**config.mk**
```make
export PLATFORM = sky130hd
export DESIGN_NAME = tmon_serial_slave
export DESIGN_NICKNAME = d
export VERILOG_FILES = /design/src/rtl/line_sync.v /design/src/rtl/idle_timer.v /design/src/rtl/tmon_serial_slave.v
export VERILOG_INCLUDE_DIRS = /design/src /design/src/rtl
export SDC_FILE = /design/constraint.sdc
export NUM_CORES = 1
export LEC_CHECK = 0
export BUFFER_PORTS_ARGS = -buffer_cell sky130_fd_sc_hd__buf_2
export CAP_MARGIN = 0
export CORE_UTILIZATION = 35
export DETAILED_ROUTE_END_ITERATION = 16
export PLACE_DENSITY_LB_ADDON = 0.08
export SLEW_MARGIN = 25
export SYNTH_ARGS = -nofsm -noshare
export SYNTH_HDL_FRONTEND = slang
export SYNTH_SLANG_ARGS = --single-unit
export TNS_END_PERCENT = 1
```
**constraint.sdc**
```tcl
create_clock -name clk -period 3.4 [get_ports clk]
set_input_delay 0.51 -clock clk [delete_from_list [all_inputs] [get_ports clk]]
set_output_delay 0.51 -clock clk [all_outputs]
set_load 0.01 [all_outputs]
```
**src/rtl/tmon_defs.vh**
```
// constants for the thermal monitor serial slave
`ifndef TMON_DEFS_VH
`define TMON_DEFS_VH

`define DEV_ADDR        7'h4C
`define DEV_ADDR_ALT    7'h4D
`define ARA_ADDR        7'h0C
`define PTR_ONESHOT     8'h0F
`define PTR_FILT_RD     8'h22
`define PTR_FILT_WR     8'h22
`define PTR_STATUS      8'h02
`define FILT_RESET      8'h01
`define FILT_TO_BIT     7
`define TIMEOUT_MS      25
`define CLK_HZ          40000000
`define TIMEOUT_CYC     ((`CLK_HZ / 1000) * `TIMEOUT_MS)

`endif

```
**src/rtl/line_sync.v**
```verilog
// two-flop synchroniser for one asynchronous level
`timescale 1ns/1ps
`default_nettype none
module line_sync (
  input  wire clk,
  input  wire rst_n,
  input  wire din,
  output reg  dout
);
  reg meta_r;

  always @(posedge clk or negedge rst_n) begin
    if (!rst_n) begin
      meta_r <= 1'b1;
      dout   <= 1'b1;
    end else begin
      meta_r <= din;
      dout   <= meta_r;
    end
  end
endmodule // line_sync
`default_nettype wire

```
**src/rtl/idle_timer.v**
```verilog
// bus inactivity timer
`timescale 1ns/1ps
`default_nettype none
module idle_timer #(
  parameter LIMIT = 1000000
) (
  input  wire clk,
  input  wire rst_n,
  input  wire enable,
  input  wire activity,
  output reg  expired
);
  reg [31:0] cnt_r;

  always @(posedge clk or negedge rst_n) begin
    if (!rst_n) begin
      cnt_r   <= 32'h00000000;
      expired <= 1'b0;
    end else begin
      expired <= 1'b0;
      if (!enable || activity) begin
        cnt_r <= 32'h00000000;
      end else if (cnt_r == LIMIT - 1) begin
        cnt_r   <= 32'h00000000;
        expired <= 1'b1;
      end else begin
        cnt_r <= cnt_r + 32'h00000001;
      end
    end
  end
endmodule // idle_timer
`default_nettype wire

```
**src/rtl/tmon_serial_slave.v**
```verilog
// serial bus slave front end of the temperature monitor
`timescale 1ns/1ps
`default_nettype none
`include "tmon_defs.vh"

module tmon_serial_slave #(
  parameter ALT_ADDR    = 0,
  parameter TIMEOUT_CYC = `TIMEOUT_CYC
) (
  input  wire       clk,
  input  wire       rstn,
  input  wire       serial_clock_in,
  input  wire       serial_data_in,
  output reg        serial_data_out,
  output reg        serial_data_oe,
  input  wire       alert_mode,
  input  wire       fault_active,
  input  wire       status_latched,
  input  wire [7:0] reg_rd_data,
  output reg  [7:0] reg_ptr,
  output reg  [7:0] reg_wr_data,
  output reg        reg_wr_stb,
  output reg        status_rd_stb,
  output reg        oneshot_stb,
  output reg        alert_out,
  output reg        alert_oe,
  output reg  [7:0] fault_filter
);
  // ****************************************
  // reset and line sampling
  // ****************************************
  localparam [6:0] OWN_ADDR = ALT_ADDR ? `DEV_ADDR_ALT : `DEV_ADDR;

  localparam [2:0] S_IDLE = 3'h0;
  localparam [2:0] S_ADDR = 3'h1;
  localparam [2:0] S_ACK  = 3'h2;
  localparam [2:0] S_WRB  = 3'h3;
  localparam [2:0] S_RDB  = 3'h4;
  localparam [2:0] S_RACK = 3'h5;
  localparam [2:0] S_SKIP = 3'h6;

  reg  rst_a_r;
  reg  rst_n_r;
  wire scl_s;
  wire sda_s;
  reg  scl_d_r;
  reg  sda_d_r;

  always @(posedge clk or negedge rstn) begin
    if (!rstn) begin
      rst_a_r <= 1'b0;
      rst_n_r <= 1'b0;
    end else begin
      rst_a_r <= 1'b1;
      rst_n_r <= rst_a_r;
    end
  end

  line_sync u_scl_sync (
    .clk   (clk),
    .rst_n (rst_n_r),
    .din   (serial_clock_in),
    .dout  (scl_s)
  );

  line_sync u_sda_sync (
    .clk   (clk),
    .rst_n (rst_n_r),
    .din   (serial_data_in),
    .dout  (sda_s)
  );

  // idle level after reset, so the release makes no false edge
  always @(posedge clk or negedge rst_n_r) begin
    if (!rst_n_r) begin
      scl_d_r <= 1'b1;
      sda_d_r <= 1'b1;
    end else begin
      scl_d_r <= scl_s;
      sda_d_r <= sda_s;
    end
  end

  // both lines judged on synced copies, so pin skew stays out
  wire scl_rise = scl_s & ~scl_d_r;
  wire scl_fall = ~scl_s & scl_d_r;
  wire start_c  = scl_s & scl_d_r & sda_d_r & ~sda_s;
  wire stop_c   = scl_s & scl_d_r & ~sda_d_r & sda_s;

  // ****************************************
  // bus inactivity timeout
  // ****************************************
  wire timeout;
  wire bus_act = (scl_s ^ scl_d_r) | (sda_s ^ sda_d_r);
  reg  [2:0] state_r;

  // limitation: a bus left idle between frames never times out
  // idle timer runs inside a transfer
  idle_timer #(
    .LIMIT (TIMEOUT_CYC)
  ) u_idle (
    .clk      (clk),
    .rst_n    (rst_n_r),
    .enable   (fault_filter[`FILT_TO_BIT] && state_r != S_IDLE),
    .activity (bus_act),
    .expired  (timeout)
  );

  // ****************************************
  // byte engine
  // ****************************************
  reg  [3:0] bit_r;
  reg  [7:0] shift_r;
  reg        rd_r;
  reg        ara_r;
  reg  [1:0] wcnt_r;
  reg        ara_done_r;
  reg        alert_hold_r;
  wire [7:0] own_resp = {OWN_ADDR, 1'b1};
  // filter read location is served here, not by the core
  wire [7:0] rd_byte  = (reg_ptr == `PTR_FILT_RD) ? fault_filter
                                                  : reg_rd_data;

  always @(posedge clk or negedge rst_n_r) begin
    if (!rst_n_r) begin
      state_r         <= S_IDLE;
      bit_r           <= 4'h0;
      shift_r         <= 8'h00;
      rd_r            <= 1'b0;
      ara_r           <= 1'b0;
      wcnt_r          <= 2'h0;
      serial_data_out <= 1'b0;
      serial_data_oe  <= 1'b0;
      // pointer has no defined power-on value; zero serves
      reg_ptr         <= 8'h00;
      reg_wr_data     <= 8'h00;
      reg_wr_stb      <= 1'b0;
      status_rd_stb   <= 1'b0;
      oneshot_stb     <= 1'b0;
      fault_filter    <= `FILT_RESET;
      ara_done_r      <= 1'b0;
    end else begin
      reg_wr_stb    <= 1'b0;
      status_rd_stb <= 1'b0;
      oneshot_stb   <= 1'b0;
      ara_done_r    <= 1'b0;
      if (start_c) begin
        state_r        <= S_ADDR;
        bit_r          <= 4'h0;
        wcnt_r         <= 2'h0;
        serial_data_oe <= 1'b0;
      end else if (stop_c || timeout) begin
        state_r        <= S_IDLE;
        serial_data_oe <= 1'b0;
      end else begin
        case (state_r)
          S_IDLE: begin
            serial_data_oe <= 1'b0;
          end
          S_ADDR: begin
            if (scl_rise) begin
              shift_r <= {shift_r[6:0], sda_s};
              bit_r   <= bit_r + 4'h1;
            end else if (scl_fall && bit_r == 4'h8) begin
              bit_r <= 4'h0;
              if (shift_r[7:1] == OWN_ADDR) begin
                rd_r           <= shift_r[0];
                ara_r          <= 1'b0;
                state_r        <= S_ACK;
                serial_data_out<= 1'b0;
                serial_data_oe <= 1'b1;
              end else if (shift_r[7:1] == `ARA_ADDR && shift_r[0]
                           && alert_hold_r) begin
                rd_r           <= 1'b1;
                ara_r          <= 1'b1;
                state_r        <= S_ACK;
                serial_data_out<= 1'b0;
                serial_data_oe <= 1'b1;
              end else begin
                state_r <= S_SKIP;
              end
            end
          end
          S_ACK: begin
            if (scl_fall) begin
              if (rd_r) begin
                shift_r         <= ara_r ? own_resp : rd_byte;
                serial_data_out <= ara_r ? own_resp[7] : rd_byte[7];
                serial_data_oe  <= ara_r ? ~own_resp[7] : ~rd_byte[7];
                // strobe lets the core clear its latched flags
                if (!ara_r && reg_ptr == `PTR_STATUS)
                  status_rd_stb <= 1'b1;
                state_r <= S_RDB;
              end else begin
                serial_data_oe <= 1'b0;
                state_r        <= S_WRB;
              end
              bit_r <= 4'h0;
            end
          end
          S_WRB: begin
            if (scl_rise) begin
              shift_r <= {shift_r[6:0], sda_s};
              bit_r   <= bit_r + 4'h1;
            end else if (scl_fall && bit_r == 4'h8) begin
              bit_r <= 4'h0;
              if (wcnt_r == 2'h0) begin
                reg_ptr        <= shift_r;
                wcnt_r         <= 2'h1;
                serial_data_out<= 1'b0;
                serial_data_oe <= 1'b1;
                state_r        <= S_ACK;
              end else if (wcnt_r == 2'h1) begin
                wcnt_r <= 2'h2;
                if (reg_ptr == `PTR_ONESHOT) begin
                  // one pulse; the core drops back to standby
                  oneshot_stb <= 1'b1;
                end else if (reg_ptr == `PTR_FILT_WR) begin
                  fault_filter <= shift_r;
                end else begin
                  reg_wr_data <= shift_r;
                  reg_wr_stb  <= 1'b1;
                end
                serial_data_out<= 1'b0;
                serial_data_oe <= 1'b1;
                state_r        <= S_ACK;
              end else begin
                // third byte gets no acknowledge
                state_r <= S_SKIP;
              end
            end
          end
          S_RDB: begin
            // data moves only on falling clock
            if (scl_rise) begin
              bit_r <= bit_r + 4'h1;
              if (serial_data_oe == 1'b0 && shift_r[7] && !sda_s)
                state_r <= S_SKIP;
            end else if (scl_fall) begin
              if (bit_r == 4'h8) begin
                serial_data_oe <= 1'b0;
                state_r        <= S_RACK;
              end else begin
                shift_r         <= {shift_r[6:0], 1'b0};
                serial_data_out <= shift_r[6];
                serial_data_oe  <= ~shift_r[6];
              end
            end
          end
          S_RACK: begin
            if (scl_rise) begin
              if (ara_r)
                ara_done_r <= 1'b1;
              state_r <= S_SKIP;
            end
          end
          S_SKIP: begin
            // off the line until the next start or stop
            serial_data_oe <= 1'b0;
          end
          default: begin
            state_r <= S_IDLE;
          end
        endcase
      end
    end
  end

  // ****************************************
  // alert pin
  // ****************************************
  // drives low only; pin idles released by the pull-up
  always @(posedge clk or negedge rst_n_r) begin
    if (!rst_n_r) begin
      alert_hold_r <= 1'b0;
      alert_out    <= 1'b0;
      alert_oe     <= 1'b0;
    end else begin
      // a fresh fault wins over a release in the same cycle
      // raised by fault_active while alert_mode is set
      if (alert_mode && fault_active)
        alert_hold_r <= 1'b1;
      else if (ara_done_r && !status_latched)
        alert_hold_r <= 1'b0;
      else if (!alert_mode)
        alert_hold_r <= 1'b0;
      alert_out <= 1'b0;
      alert_oe  <= alert_hold_r;
    end
  end
endmodule // tmon_serial_slave
`default_nettype wire

```
==> flow_metrics.py <==
metrics = {
    "critical_path": {
        "rr_endpoint": "reg_wr_data[1]$_DFFE_PN0P_",
        "rrSetupSlack_ns": 0.67,
        "cp.arrival_ns": 2.96,
        "worstSetupStartpointType": "flip-flop",
        "reg2reg_from": "scl_d_r$_DFF_PN1_",
        "worstPathRequired_ns": 3.63,
        "worstSetupPathType": "reg2reg",
        "endpoint_kind": "flip-flop",
        "worstRegToRegCells": 7,
        "crit_path_max_fanout": 9,
    },
    "job": {
        "cap_violations": 0,
    },
    "detailed_routing": {
        "drt-total-wl_um": 11000,
        "drt-initial-drc-count": 145,
        "ant_nets": 0,
        "via_per_inst": 5.16,
        "route.vias.total": 3498,
        "dr.pass1.iters": 4,
        "drcViolationCount": 0,
        "routedWlPerCell_um": 16.2,
    },
    "finish": {
        "multi_input_area_sq_um": 2380,
        "final_layout_size_suffix_gt1_share_pct": 26.3,
        "layout.core_utilization_pct": 41.5,
        "nFillCells": 1338,
        "stdcell_area_sq_um": 5570,
        "diodes": 0,
        "seq_area_sq_um": 2310,
        "fin_nets": 520,
        "syn_to_final_growth_pct": 14.6,
    },
    "grt": {
        "grt_use_met1_pct": 22.3,
        "grtUsageMet3_pct": 4.56,
        "top_usage_layer": "met2",
        "grt_pass1_wl_um": 18600,
        "gr-total-overflow": 0,
        "grt_antenna_before_repair": 0,
        "grtUsageTotal_pct": 16.8,
        "grt_max_degree": 78,
        "grt_pass1_vias": 3548,
        "globalRouteMet2Util_pct": 26.7,
    },
    "placement": {
        "portBuffers": 44,
        "dpl_worst_slack_ns": 0.667,
        "post_dp_cell_area_sq_um": 5220,
        "dpl.hpwl_um": 7720,
        "gp_congestion": 0.817,
    },
    "sta": {
        "maxSlewViolCount": 0,
        "relSlewSlack_pct": 50.4,
        "tns_ns": 0,
        "clock.fmax_mhz": 366,
        "fin_crit_sh_pct": 80.3,
        "fin_crit_ns": 2.73,
        "setup_viol": 0,
        "setup_ws_ns": 0.670,
        "clock_skew_ns": 0.00831,
        "rsz0062_at_grt": "false",
        "whs_ns": 0.255,
        "hold_viol_final": 0,
        "worst_slew_pin_slew_ns": 0.744,
    },
    "clock_network": {
        "clk_path_buf_depth": 2,
        "insertion_delay_ns": 0.35,
        "cts_sinks": 92,
        "htree_levels": 3,
        "clkTransAtPathRegs_ns": 0.07,
        "cts_made_buffers": 9,
        "cts_tree": "built",
        "cts_root_buf": "clkbuf_16",
        "post_cts_buffers": 0,
    },
    "floorplan": {
        "start_util_pct": 36.2,
        "rows": 42,
        "die_x_um": 120,
        "dieArea_sq_um": 14400,
        "core_sq_um": 13400,
        "io_pins": 46,
        "die_y_um": 120,
    },
    "logic_synthesis": {
        "synth_nets": 478,
        "synthCells": 455,
        "yosysSeqAreaShare_pct": 47.6,
        "syn_area_per_cell_sq_um": 10.7,
        "synthFlopType": "dfrtp_1",
        "synth-edff-count": 0,
        "synth_area_sq_um": 4860,
        "yosysWarnings": 0,
        "synth_seq_cells": 92,
        "synthArstFlopShare_pct": 100,
        "ys_types": 63,
    },
    "min_path": {
        "holdCritStartpoint": "serial_data_in",
        "holdPathStages": 1,
        "hp-class": "in2reg",
        "hold_path_end": "u_sda_sync.meta_r$_DFF_PN1_",
    },
    "power": {
        "cellPowerDensity_nw_per_um2": 538,
        "ir_drop_uv": 253,
        "p_leak_nw": 2.39,
    },
    "run_status": {
        "status": "completed",
    },
}
==> power breakdown <==
part / switching [mW] / internal [mW] / total, mW
combinational: 0.299 / 0.258 / 0.557
clock: 0.413 / 0.665 / 1.08
sequential: 0.183 / 1.17 / 1.36
==> synth_stat cells (5+ instances only) <==
master / number / area (sq um)
dfrtp_1: 85 / 2130
nor2_1: 50 / 188
mux2_2: 38 / 428
nand2_1: 26 / 97.6
nand4_1: 16 / 100
inv_1: 15 / 56.3
nand3_1: 15 / 75.1
xnor2_1: 15 / 131
a21oi_1: 14 / 70.1
xor2_1: 14 / 123
nor4_1: 10 / 62.6
and4_1: 9 / 78.8
nor3_1: 9 / 45.0
buf_2: 8 / 40.0
ha_1: 8 / 100
o21ai_0: 8 / 40.0
dfstp_2: 7 / 184
nor2b_1: 6 / 37.5
a31oi_1: 5 / 31.3
clkbuf_1: 5 / 18.8
or2_2: 5 / 31.3
==> area by class of cell <==
type                            instances  share of cell area, %
Sequential cell                        92                   41.6
Clock buffer                           12                   4.43
Timing Repair Buffer                   49                   4.90
Inverter                               15                   1.01
Multi-Input combinational cell        330                   42.8
Clock inverter                          4                   1.33
Tap cell                              176                   3.96
==> sequential cells by signal, indices dropped and copies added, names as in the netlist, 2 cells and up <==
name          flops
bit_r             4
fault_filter      8
reg_wr_data       8
shift_r           8
wcnt_r            2
state_r           3
reg_ptr           8
u_idle.cnt_r     32
==> layer usage <==
metal / vias up / routed length [um]
met1: 1715 / 5240
met4: 0 / 112
li1: 1734 / -
met2: 42 / 5330
met3: 7 / 309
met5: - / 0
==> repair_timing <==
action,CTS,global route
endpoints found under the hold margin,2,0
hold buffers,1,0
resized for setup,0,0
==> cells by family after synthesis <==
group	Yosys count	share of synthesized area, %
xor gates and xnor gates	29	5.23
muxes	42	9.63
buffers and inverters	33	3.45
adders and majority gates	8	2.06
and+or+nand+nor	189	22.6
AOI/OAI and AO/OA	60	9.25
DFF	92	47.6
other	2	0.155
==> through the flow <==
stage                     instances  power, mW
final                           678       2.99
after floorplan                 455       1.76
after CTS                       677       3.03
after global routing            678       3.16
after detailed placement        660       1.93
after global placement          660       1.93
==> cell usage in the layout, fill, tap and decap left out, drive strengths merged, types with 4 or more instances in the layout <==
cell / n
buf: 48
a22oi: 4
nand4: 17
inv: 15
nor2: 52
a31oi: 5
dfrtp: 85
o21ai: 8
and3: 4
clkbuf: 12
mux2: 38
xnor2: 15
xor2: 14
a21oi: 17
nand2: 26
ha: 8
or2: 5
o221ai: 4
mux2i: 4
nor4b: 5
dfstp: 7
o22ai: 4
nor2b: 7
nor4: 10
nand3: 16
and4: 9
nor3: 9
nand2b: 5
and2: 4
==> worst max-delay path: stages, from the launching register on <==
cell	delay (ns)
dfstp_2	0.54
inv_1	0.04
ha_1	0.27
nand2b_4	0.21
a2111oi_4	0.48
nand4_2	0.23
nor2b_2	0.44
mux2_2	0.39
==> worst max-delay path by stage <==
stage	from	end	slack, ns	cells past startpoint
6_report	scl_d_r$_DFF_PN1_	reg_wr_data[1]$_DFFE_PN0P_	0.67	7
5_1_grt	scl_d_r$_DFF_PN1_	reg_wr_data[6]$_DFFE_PN0P_	0.51	7
4_1_cts	scl_d_r$_DFF_PN1_	reg_wr_data[1]$_DFFE_PN0P_	0.65	7
3_5_place_dp	scl_d_r$_DFF_PN1_	reg_wr_data[2]$_DFFE_PN0P_	0.67	7
3_3_place_gp	scl_d_r$_DFF_PN1_	reg_wr_data[5]$_DFFE_PN0P_	0.74	7
2_1_floorplan	rst_n_r$_DFF_PN0_	alert_hold_r$_DFFE_PN0P_	0.66	0
Power figures use the tool's default switching activity.
